--- src/wdtc_pkg.sv ---
// Constants, field layout and carrier types for the watchdog timer block.
// Assumes a single 10 MHz system clock; the watchdog tick is derived from it.
package wdtc_pkg;

   // ****************************************************************
   // Clock and timing
   // ****************************************************************
   localparam int MCLK_HZ = 10_000_000;
   localparam int WDOG_OSC_HZ = 1_000_000;
   localparam int OSC_DIV = MCLK_HZ / WDOG_OSC_HZ;
   localparam int UNLOCK_CYCLES = 4;
   localparam int TIMEOUT_BASE_CYCLES = 16384;
   localparam int CNT_W = 22;

   // ****************************************************************
   // Register map
   // ****************************************************************
   localparam int ADDR_W = 4;
   localparam logic [ADDR_W-1:0] OFS_WATCHDOG_CONTROL = 4'h0;
   localparam logic [ADDR_W-1:0] OFS_WDOG_STATUS = 4'h1;
   localparam int POS_CHANGE_UNLOCK = 4;
   localparam int POS_WDOG_ON = 3;
   localparam int POS_TIMEOUT_SELECT = 0;
   localparam int POS_WDOG_CAUSE_FLAG = 3;
   localparam logic [7:0] RST_WATCHDOG_CONTROL = 8'h00;
   localparam logic [7:0] RST_WDOG_STATUS = 8'h00;

   // Shift applied to the base count for each select code; code 3 taken as 128K
   localparam logic [23:0] TIMEOUT_SHIFTS = {3'h7, 3'h6, 3'h5, 3'h4, 3'h3, 3'h2, 3'h1, 3'h0};

   // ****************************************************************
   // Carrier types
   // ****************************************************************
   typedef struct packed {
      logic [2:0] rsvd;
      logic change_unlock;
      logic wdog_on;
      logic [2:0] timeout_select;
   } wdtc_ctrl_s;

   typedef struct packed {
      logic [ADDR_W-1:0] addr;
      logic [7:0] wdata;
      logic wr;
      logic rd;
   } wdtc_bus_s;

endpackage

--- src/wdtc_counter.sv ---
// Watchdog count of oscillator ticks with synchronous clear.
// Assumes tick is a one-cycle enable in the system clock domain.
`timescale 1ns/1ps
module wdtc_counter
   import wdtc_pkg::*;
#(
   parameter int W = CNT_W
) (
   input wire logic mclk,
   input wire logic rst_n,
   input wire logic clr,
   input wire logic tick,
   input wire logic [W-1:0] limit,
   output logic expire
);
   logic [W-1:0] cnt_q;
   logic [W-1:0] cnt_d;
   logic expire_q;
   logic expire_d;

   always_comb begin
      cnt_d = cnt_q;
      expire_d = 1'b0;
      if (clr) begin
         cnt_d = '0;
      end else if (tick) begin
         // Greater-or-equal so a shorter period chosen mid-count still expires
         if (cnt_q >= limit - W'(1)) begin
            cnt_d = '0;
            expire_d = 1'b1;
         end else begin
            cnt_d = cnt_q + W'(1);
         end
      end
   end

   always_ff @(posedge mclk) begin
      if (!rst_n) begin
         cnt_q <= '0;
         expire_q <= 1'b0;
      end else begin
         cnt_q <= cnt_d;
         expire_q <= expire_d;
      end
   end

   assign expire = expire_q;

endmodule

--- src/wdtc_osc_div.sv ---
// Divider that stands in for the watchdog's own oscillator.
// Assumes one system clock; emits a one-cycle tick at the oscillator rate.
`timescale 1ns/1ps
module wdtc_osc_div
   import wdtc_pkg::*;
#(
   parameter int DIV = OSC_DIV
) (
   input wire logic mclk,
   input wire logic rst_n,
   output logic tick
);
   logic [7:0] cnt_q;
   logic [7:0] cnt_d;

   always_comb begin
      if (cnt_q == 8'(DIV - 1)) begin
         cnt_d = 8'h00;
      end else begin
         cnt_d = cnt_q + 8'h01;
      end
   end

   always_ff @(posedge mclk) begin
      if (!rst_n) begin
         cnt_q <= 8'h00;
      end else begin
         cnt_q <= cnt_d;
      end
   end

   // Free running: it never stops, so the time base is independent of software
   assign tick = (cnt_q == 8'(DIV - 1));

endmodule

--- src/wdtc_top.sv ---
// Watchdog timer with timed unlock for disable and time-out change.
// Assumes synchronous inputs, a 10 MHz mclk and a single-cycle register port.
//
// How it works
// - Counter ticks from separate 1 MHz time base
// - Kick, disable or chip reset restart count
// - Elapsed period without kick resets the chip
// - Three-bit select picks one of eight periods
// - Fuse picks level one or level two
// - Unlock bit self-clears four clocks after set
// - Disabling only allowed while unlock bit set
// - Period changes only inside unlock window
// - Level one enables freely, no unlock needed
// - Level two stays enabled, reads enabled always
// - Level two ignores enable in second write
// - Control bits seven to five read zero
// - Expiry gives a one-cycle reset pulse
// - Cause flag set by expiry, cleared by software
`timescale 1ns/1ps
module wdtc_top
   import wdtc_pkg::*;
#(
   parameter int BASE_CYCLES = TIMEOUT_BASE_CYCLES,
   parameter int DIV = OSC_DIV
) (
   input wire logic mclk,
   input wire logic rst_n,
   input wire logic chip_rst_n,
   input wire logic always_on_fuse,
   input wire logic kick_instruction,
   input wire logic [ADDR_W-1:0] reg_addr,
   input wire logic [7:0] reg_wdata,
   input wire logic reg_wr,
   input wire logic reg_rd,
   output logic [7:0] reg_rdata,
   output logic wdog_reset_pulse,
   output logic wdog_active
);

   // ****************************************************************
   // Helpers
   // ****************************************************************
   function automatic logic [CNT_W-1:0] period_cycles(input logic [2:0] sel);
      logic [2:0] sh;
      sh = TIMEOUT_SHIFTS[3*sel +: 3];
      period_cycles = CNT_W'(BASE_CYCLES) << sh;
   endfunction

   function automatic logic hit(input logic [ADDR_W-1:0] a, input logic [ADDR_W-1:0] ofs);
      hit = (a == ofs);
   endfunction

   wdtc_bus_s bus;
   wdtc_ctrl_s wr_ctrl;
   logic level2;
   logic tick;
   logic expire;
   logic chip_reset;
   logic wr_ctrl_hit;
   logic wr_stat_hit;

   assign bus = '{addr: reg_addr, wdata: reg_wdata, wr: reg_wr, rd: reg_rd};
   assign wr_ctrl = wdtc_ctrl_s'(bus.wdata);
   assign level2 = always_on_fuse;
   assign wr_ctrl_hit = bus.wr && hit(bus.addr, OFS_WATCHDOG_CONTROL);
   assign wr_stat_hit = bus.wr && hit(bus.addr, OFS_WDOG_STATUS);

   // ****************************************************************
   // Control register and unlock window
   // ****************************************************************
   logic on_q;
   logic on_d;
   logic [2:0] sel_q;
   logic [2:0] sel_d;
   logic unlock_q;
   logic unlock_d;
   logic [2:0] ucnt_q;
   logic [2:0] ucnt_d;
   logic on_eff;

   // Level two forces the enable regardless of the stored bit
   assign on_eff = on_q | level2;

   always_comb begin
      on_d = on_q;
      sel_d = sel_q;
      unlock_d = unlock_q;
      ucnt_d = ucnt_q;
      if (unlock_q) begin
         if (ucnt_q == 3'h0) begin
            unlock_d = 1'b0;
         end else begin
            ucnt_d = ucnt_q - 3'h1;
         end
      end
      if (wr_ctrl_hit) begin
         if (unlock_q) begin
            sel_d = wr_ctrl.timeout_select;
            on_d = level2 ? 1'b1 : wr_ctrl.wdog_on;
         end else begin
            // Outside the window a zero is ignored, a one still enables
            on_d = on_q | wr_ctrl.wdog_on;
         end
         // A new opening write restarts the window; it needs both bits high
         if (wr_ctrl.change_unlock && wr_ctrl.wdog_on) begin
            unlock_d = 1'b1;
            ucnt_d = 3'(UNLOCK_CYCLES - 1);
         end else if (unlock_q) begin
            unlock_d = 1'b0;
         end
      end
   end

   always_ff @(posedge mclk) begin
      if (!rst_n || chip_reset) begin
         on_q <= RST_WATCHDOG_CONTROL[POS_WDOG_ON];
         sel_q <= RST_WATCHDOG_CONTROL[POS_TIMEOUT_SELECT +: 3];
         unlock_q <= RST_WATCHDOG_CONTROL[POS_CHANGE_UNLOCK];
         ucnt_q <= 3'h0;
      end else begin
         on_q <= on_d;
         sel_q <= sel_d;
         unlock_q <= unlock_d;
         ucnt_q <= ucnt_d;
      end
   end

   // ****************************************************************
   // Time base and count
   // ****************************************************************
   wdtc_osc_div #(
      .DIV(DIV)
   ) u_div (
      .mclk(mclk),
      .rst_n(rst_n),
      .tick(tick)
   );

   // One clock domain: kicks and disables land directly, nothing to lose
   wdtc_counter #(
      .W(CNT_W)
   ) u_cnt (
      .mclk(mclk),
      .rst_n(rst_n),
      .clr(kick_instruction || !on_eff || chip_reset),
      .tick(tick && on_eff),
      .limit(period_cycles(sel_q)),
      .expire(expire)
   );

   // ****************************************************************
   // Reset pulse and cause flag
   // ****************************************************************
   logic pulse_q;
   logic pulse_d;
   logic cause_q;
   logic cause_d;

   assign chip_reset = !chip_rst_n || pulse_q;

   always_comb begin
      pulse_d = expire && on_eff;
      cause_d = cause_q;
      if (wr_stat_hit && !bus.wdata[POS_WDOG_CAUSE_FLAG]) begin
         cause_d = 1'b0;
      end
      // Expiry beats a clear landing in the same cycle
      if (pulse_q) begin
         cause_d = 1'b1;
      end
   end

   // The cause flag survives chip resets; only power-on reset or a software write of zero clears it
   always_ff @(posedge mclk) begin
      if (!rst_n) begin
         pulse_q <= 1'b0;
         cause_q <= RST_WDOG_STATUS[POS_WDOG_CAUSE_FLAG];
      end else begin
         pulse_q <= pulse_d;
         cause_q <= cause_d;
      end
   end

   assign wdog_reset_pulse = pulse_q;
   assign wdog_active = on_eff;

   // ****************************************************************
   // Read path
   // ****************************************************************
   logic [7:0] rdata_q;
   logic [7:0] rdata_d;
   wdtc_ctrl_s rd_ctrl;

   always_comb begin
      rd_ctrl = '0;
      rd_ctrl.change_unlock = unlock_q;
      rd_ctrl.wdog_on = on_eff;
      rd_ctrl.timeout_select = sel_q;
      rdata_d = 8'h00;
      if (bus.rd) begin
         if (hit(bus.addr, OFS_WATCHDOG_CONTROL)) begin
            rdata_d = rd_ctrl;
         end else if (hit(bus.addr, OFS_WDOG_STATUS)) begin
            rdata_d[POS_WDOG_CAUSE_FLAG] = cause_q;
         end
      end
   end

   always_ff @(posedge mclk) begin
      if (!rst_n) begin
         rdata_q <= 8'h00;
      end else begin
         rdata_q <= rdata_d;
      end
   end

   assign reg_rdata = rdata_q;

endmodule
--- config.mk ---
export PLATFORM = sky130hd
export DESIGN_NAME = wdtc_top
export DESIGN_NICKNAME = d
export VERILOG_FILES = /design/src/wdtc_pkg.sv /design/src/wdtc_counter.sv /design/src/wdtc_osc_div.sv /design/src/wdtc_top.sv
export SDC_FILE = /design/constraint.sdc
export NUM_CORES = 1
export LEC_CHECK = 0
export ABC_CLOCK_PERIOD_IN_PS = 1900
export BUFFER_PORTS_ARGS = -buffer_cell sky130_fd_sc_hd__buf_2
export CAP_MARGIN = 5
export CORE_AREA = 4 4 65 82
export CTS_CLUSTER_SIZE = 40
export DETAILED_ROUTE_END_ITERATION = 8
export DIE_AREA = 0 0 69 86
export GPL_TIMING_DRIVEN = 0
export MAX_ROUTING_LAYER = met4
export PLACE_DENSITY_LB_ADDON = 0.1
export SLEW_MARGIN = 20
export SYNTH_ARGS = -nofsm -noshare
export SYNTH_HDL_FRONTEND = slang
export SYNTH_SLANG_ARGS = --single-unit
--- constraint.sdc ---
create_clock -name mclk -period 1.9 [get_ports mclk]
set_input_delay 0 -clock mclk [delete_from_list [all_inputs] [get_ports mclk]]
set_output_delay 0 -clock mclk [all_outputs]
set_load 0.02 [all_outputs]
Word level (Yosys, flattened, before mapping) --
Index checks and enable logic that the tools add are counted. Widths: inputs -> output; s select.
Storage, ports and cells: register bits 49, output and inout bits 10
Operators by class: add/subtract/negate cells 4, multiply operators 1, magnitude comparators 1, eq/ne operators 2, shifts and indexed selects 2, muxes and demuxes 17, bitwise logic cells 4, reduce and logical (&&, ||, !) cells 23
Operators with widths (count):
- $shiftx 24x6->3 const A | 1
- $add 22x1->22 const B | 1
- $ge 22x22->1 | 1
- $mux 22 | 1
- $shl 15x3->22 const A | 1
- $sub 22x1->22 const B | 1
- $mux 1 | 12
- $mux 3 | 4
- $add 8x1->8 const B | 1
- $eq 8x4->1 const B | 1
- $logic_and 1x1->1 | 6
- $mul 2x3->5 const A | 1
- $eq 4x1->1 const B | 1
- $logic_not 1->1 | 4
- $logic_not 4->1 | 1
- $logic_or 1x1->1 | 4
- $reduce_and 2->1 | 2
- $reduce_or 2->1 | 2
- $logic_not 3->1 | 1
- $reduce_and 3->1 | 1
- $reduce_or 3->1 | 1
- $sub 3x1->3 const B | 1
- $not 1->1 | 2
- $or 1x1->1 | 2
- $reduce_bool 2->1 | 1

Logic depth before layout (Yosys ltp) --
word-level depth 6, gate-level depth with buffers 9, gate-level depth less buffers 7

Hierarchy --
Synthesis repeated with hierarchy kept, for this count alone.
Unflattened totals: cell total of the unflattened synthesis 353, area, all modules 3045.4 µm²
By module, submodules not included:
- wdtc_counter | times used 1, cells an instance 226, area an instance 1909.3 µm²
- wdtc_top | times used 1, cells an instance 88, area an instance 769.5 µm²
- wdtc_osc_div | times used 1, cells an instance 39, area an instance 366.6 µm²

Least setup slack after synthesis --
Ideal clock, no wire load.
kind reg2reg, start point register sel_q[2], end point register u_cnt.cnt_q[10], setup time 0.064 ns, data arrival time 1.994 ns, data required time 1.836 ns, slack -0.158 ns, stages on the path, launching flop included 10, path buffers 2, period minus slack after synthesis 2.058 ns, cell sequence dfxtp_1 clkbuf_1 nand3_1 ha_1 and3_1 a221oi_1 o22ai_1 a211o_2 buf_6 nor2_1
Between the ends: cells in the longest elaborated chain, start to end 6
Ends and longest elaborated chain:
- start, declared | RTL line wdtc_top.sv:73 | logic [2:0] sel_q;
- start signal, assigned | RTL line wdtc_top.sv:117 | sel_q <= RST_WATCHDOG_CONTROL[POS_TIMEOUT_SELECT +: 3];
- start signal, assigned | RTL line wdtc_top.sv:122 | sel_q <= sel_d;
- $mul 2x3->5 | RTL line wdtc_top.sv:45 | sh = TIMEOUT_SHIFTS[3*sel +: 3];
- $shiftx 24x6->3 | RTL line wdtc_top.sv:45
- $shl 15x3->22 | RTL line wdtc_top.sv:46 | period_cycles = CNT_W'(BASE_CYCLES) << sh;
- $sub 22x1->22 | RTL line wdtc_counter.sv:28 | if (cnt_q >= limit - W'(1)) begin
- $ge 22x22->1 | RTL line wdtc_counter.sv:28
- $mux 22 | RTL line wdtc_counter.sv:28
- end signal, assigned | RTL line wdtc_counter.sv:42 | cnt_q <= cnt_d;
- end, declared | RTL line wdtc_counter.sv:16 | logic [W-1:0] cnt_q;
Every way passes these cells. A chain may end at the register's enable or synchronous reset.

Worst setup path in the final report --
start point register sel_q[1], end point register u_cnt.cnt_q[1]
The elaborated chain is that of the path after synthesis.

==> results_dict.tcl <==
set metrics [dict create \
    status "finished with violations" \
    violations "negative setup slack" \
    crit_arrival_ns 2.21 \
    row_count 28 \
    synth_edf_count 0 \
    r2r_cells 8 \
    finalCritPeriodShare_pct 104.0 \
    synth_ff_type "dfxtp_1" \
    avgRoutedWirePerCell_um 12.23 \
    antenna_cells 0 \
    leakagePower_nw 1.023 \
    num_vias 1813 \
    vias_per_cell 5.036 \
    ys_types 40 \
    hold_path_depth 3 \
    regArea_um2 924.6 \
    ys_warn_count 0 \
    synthArstFlopShare_pct 0 \
    clockRootBuffer "clkbuf_8" \
    ys_seq_elements 46 \
    power_density_nw_per_um2 599.7 \
    synth_area_per_cell_um2 8.857 \
    h-tree-depth 2 \
    ys_seq_area_share_pct 40.93 \
    die_height_um 86 \
    cp-end-kind "flop" \
    hold_end "reg_rdata[2]$_SDFF_PN0_" \
    drc 0 \
    grt_max_degree 14 \
    path_max_fanout 8 \
    core_area_um2 4624 \
    die_x_um 69 \
    netlist_instances 254 \
    start_kind "flop" \
    overflow 0 \
    path_clk_slew_ns 0.08 \
    antenna_found_initial 0 \
    cts_tree "yes" \
    grt_first_pass_wirelength_mm 8.059 \
    multi_input_area_um2 1374 \
    final_common_cell "dfxtp_1" \
    dp_hpwl_mm 3.139 \
    numCtsBuffers 5 \
    clock_path_buffers 2 \
    whs_ns 0.02447 \
    ant_nets 0 \
    drtIter0Drc 45 \
    clkSinkCount 46 \
    die_area_um2 5934 \
    place_congestion 0.7562 \
    r2r_end "u_cnt.cnt_q[1]$_SDFFE_PP0P_" \
    nets 331 \
    finalSetupViolations 20 \
    tns_ns -1.298 \
    max_cap_viol_count 0 \
    crit_required_ns 2.13 \
    finalHoldViolations 0 \
    drive_gt1_share_pct 25.00 \
    worstHoldStart "reg_rd" \
    io_pins 29 \
    finalMaxSlewViolations 0 \
    crit_type "flop to flop" \
    layout_common_cells "dfxtp_1, nor2_1, xnor2_1" \
    setup_ws_ns -0.07607 \
    clock_latency_ns 0.29 \
    max_clock_freq_mhz 506.1 \
    fill_cells 440 \
    drtPass1Iterations 4 \
    period_needed_ns 1.976 \
    syn_area_um2 2250 \
    areaGrowthSynthToFinish_pct 24.81 \
    grt_setup_unrepaired "yes" \
    grt_pass1_vias 1828 \
    rrSetupSlack_ns -0.08 \
    track_usage_pct 16.83 \
    postRouteWirelength_mm 4.404 \
    timing.rr.start "sel_q[1]$_SDFFE_PP0P_" \
    hp-class "primary input to flop" \
    io_buffers 22 \
    fin_skew_ns 0.005726 \
    ir_worst_vdd_v 0.0003736 \
    initial_core_util_pct 48.65 \
]
-- timing repair --
| item | in CTS | in global routing |
|---|---|---|
| resized for setup | 9 | 15 |
| cloned | 1 | 0 |
| hold buffers | 6 | 0 |
| hold endpoints to repair | 7 | 0 |
| setup endpoints to repair | 23 | 23 |
| setup buffers | 4 | 3 |
| pin swaps | 10 | 2 |
-- worst max path at each step --
stage	from	to	slack, ns	cells past startpoint
3_5_place_dp	u_div.cnt_q[0]$_SDFF_PP0_	u_cnt.cnt_q[2]$_SDFFE_PP0P_	-0.18	7
4_1_cts	sel_q[2]$_SDFFE_PP0P_	u_cnt.cnt_q[14]$_SDFFE_PP0P_	-0.09	9
2_1_floorplan	sel_q[2]$_SDFFE_PP0P_	u_cnt.cnt_q[14]$_SDFFE_PP0P_	0.000004	9
6_report	sel_q[1]$_SDFFE_PP0P_	u_cnt.cnt_q[1]$_SDFFE_PP0P_	-0.08	8
3_3_place_gp	u_div.cnt_q[0]$_SDFF_PP0_	u_cnt.cnt_q[3]$_SDFFE_PP0P_	-0.17	7
5_1_grt	sel_q[2]$_SDFFE_PP0P_	u_cnt.cnt_q[0]$_SDFFE_PP0P_	-0.17	9
-- final cells by class --
type / count / area share [%]
buffer: 7 / 2.406
clock buffer: 7 / 3.075
tap: 60 / 2.674
inverter: 11 / 1.471
timing repair buffer: 36 / 8.333
multi-input combinational: 192 / 48.93
sequential: 46 / 32.93
clock inverter: 1 / 0.1783
-- flip-flops by register name, summed over array words and instances, names as in the netlist --
register	flops
cause_q	1
on_q	1
reg_rdata	5
sel_q	3
u_cnt.cnt_q	22
u_cnt.expire	1
u_div.cnt_q	8
ucnt_q	3
unlock_q	1
wdog_reset_pulse	1
-- metal layers --
layer | vias to the layer above | GRT usage, % | part of all wire [%]
li1 | 938 | - | -
met1 | 827 | 19.09 | 44
met2 | 39 | 28.73 | 50
met3 | 9 | 3.986 | 4.1
met4 | 0 | 6.394 | 2.7
met5 | - | - | 0
-- metrics by stage --
stage / cell area (µm²) / setup slack, ns / util [%] / power [mW] / cells
CTS: 2728 / -0.09292 / 58.98 / 1.713 / 357
detailed placement: 2505 / -0.1842 / 54.17 / 1.079 / 338
finish: 2808 / -0.07607 / 60.71 / 1.684 / 360
floorplan: 2320 / 0.000004108 / - / 1.048 / 256
global route: 2808 / -0.1659 / 60.71 / 1.765 / 360
global placement: 2505 / -0.1727 / 54.17 / 1.078 / 338
-- worst max-delay path, cell delays in order, from the launching register on --
cell and delay [ns]:
dfxtp_2 0.45, nand3_4 0.10, ha_4 0.23, and3_4 0.18, a221oi_4 0.28, o22ai_2 0.12
a211o_4 0.32, buf_6 0.15, nor2_1 0.09
-- where the power goes --
part / internal, mW / switching [mW]
clock: 0.294 / 0.313
sequential: 0.969 / 0.00697
combinational: 0.0497 / 0.0519
total: 1.31 / 0.372
-- kinds of logic after synthesis --
| family | share of synthesized area [%] |
|---|---|
| other | 0.3338 |
| and+or+nand+nor | 29.92 |
| buffers and inverters | 4.171 |
| DFF | 40.93 |
| AOI/OAI and AO/OA | 6.063 |
| muxes | 0.4450 |
| xor gates and xnor gates | 10.90 |
| adders and majority gates | 7.230 |
-- Yosys cell counts (2+ instances only) --
| cell | count | area, µm² |
|---|---|---|
| and4_1 | 4 | 35.03 |
| buf_4 | 3 | 22.52 |
| ha_1 | 13 | 162.7 |
| nand4_4 | 2 | 42.54 |
| xnor2_1 | 24 | 210.2 |
| nor2b_1 | 2 | 12.51 |
| and3_1 | 4 | 25.02 |
| nor3_1 | 15 | 75.07 |
| o21a_1 | 2 | 15.01 |
| conb_1 | 2 | 7.510 |
| nor2_2 | 2 | 12.51 |
| or2_2 | 2 | 12.51 |
| nor3b_1 | 2 | 15.01 |
| nand3_1 | 15 | 75.07 |
| xor2_1 | 4 | 35.03 |
| and2_1 | 4 | 25.02 |
| nand2_1 | 19 | 71.32 |
| nand4_1 | 2 | 12.51 |
| dfxtp_1 | 46 | 920.9 |
| nor2_1 | 42 | 157.7 |
| inv_1 | 10 | 37.54 |
| a21oi_1 | 14 | 70.07 |
| o21ai_0 | 2 | 10.01 |
| buf_6 | 2 | 22.52 |
| clkbuf_1 | 2 | 7.510 |
Power figures use the tool's default switching activity.
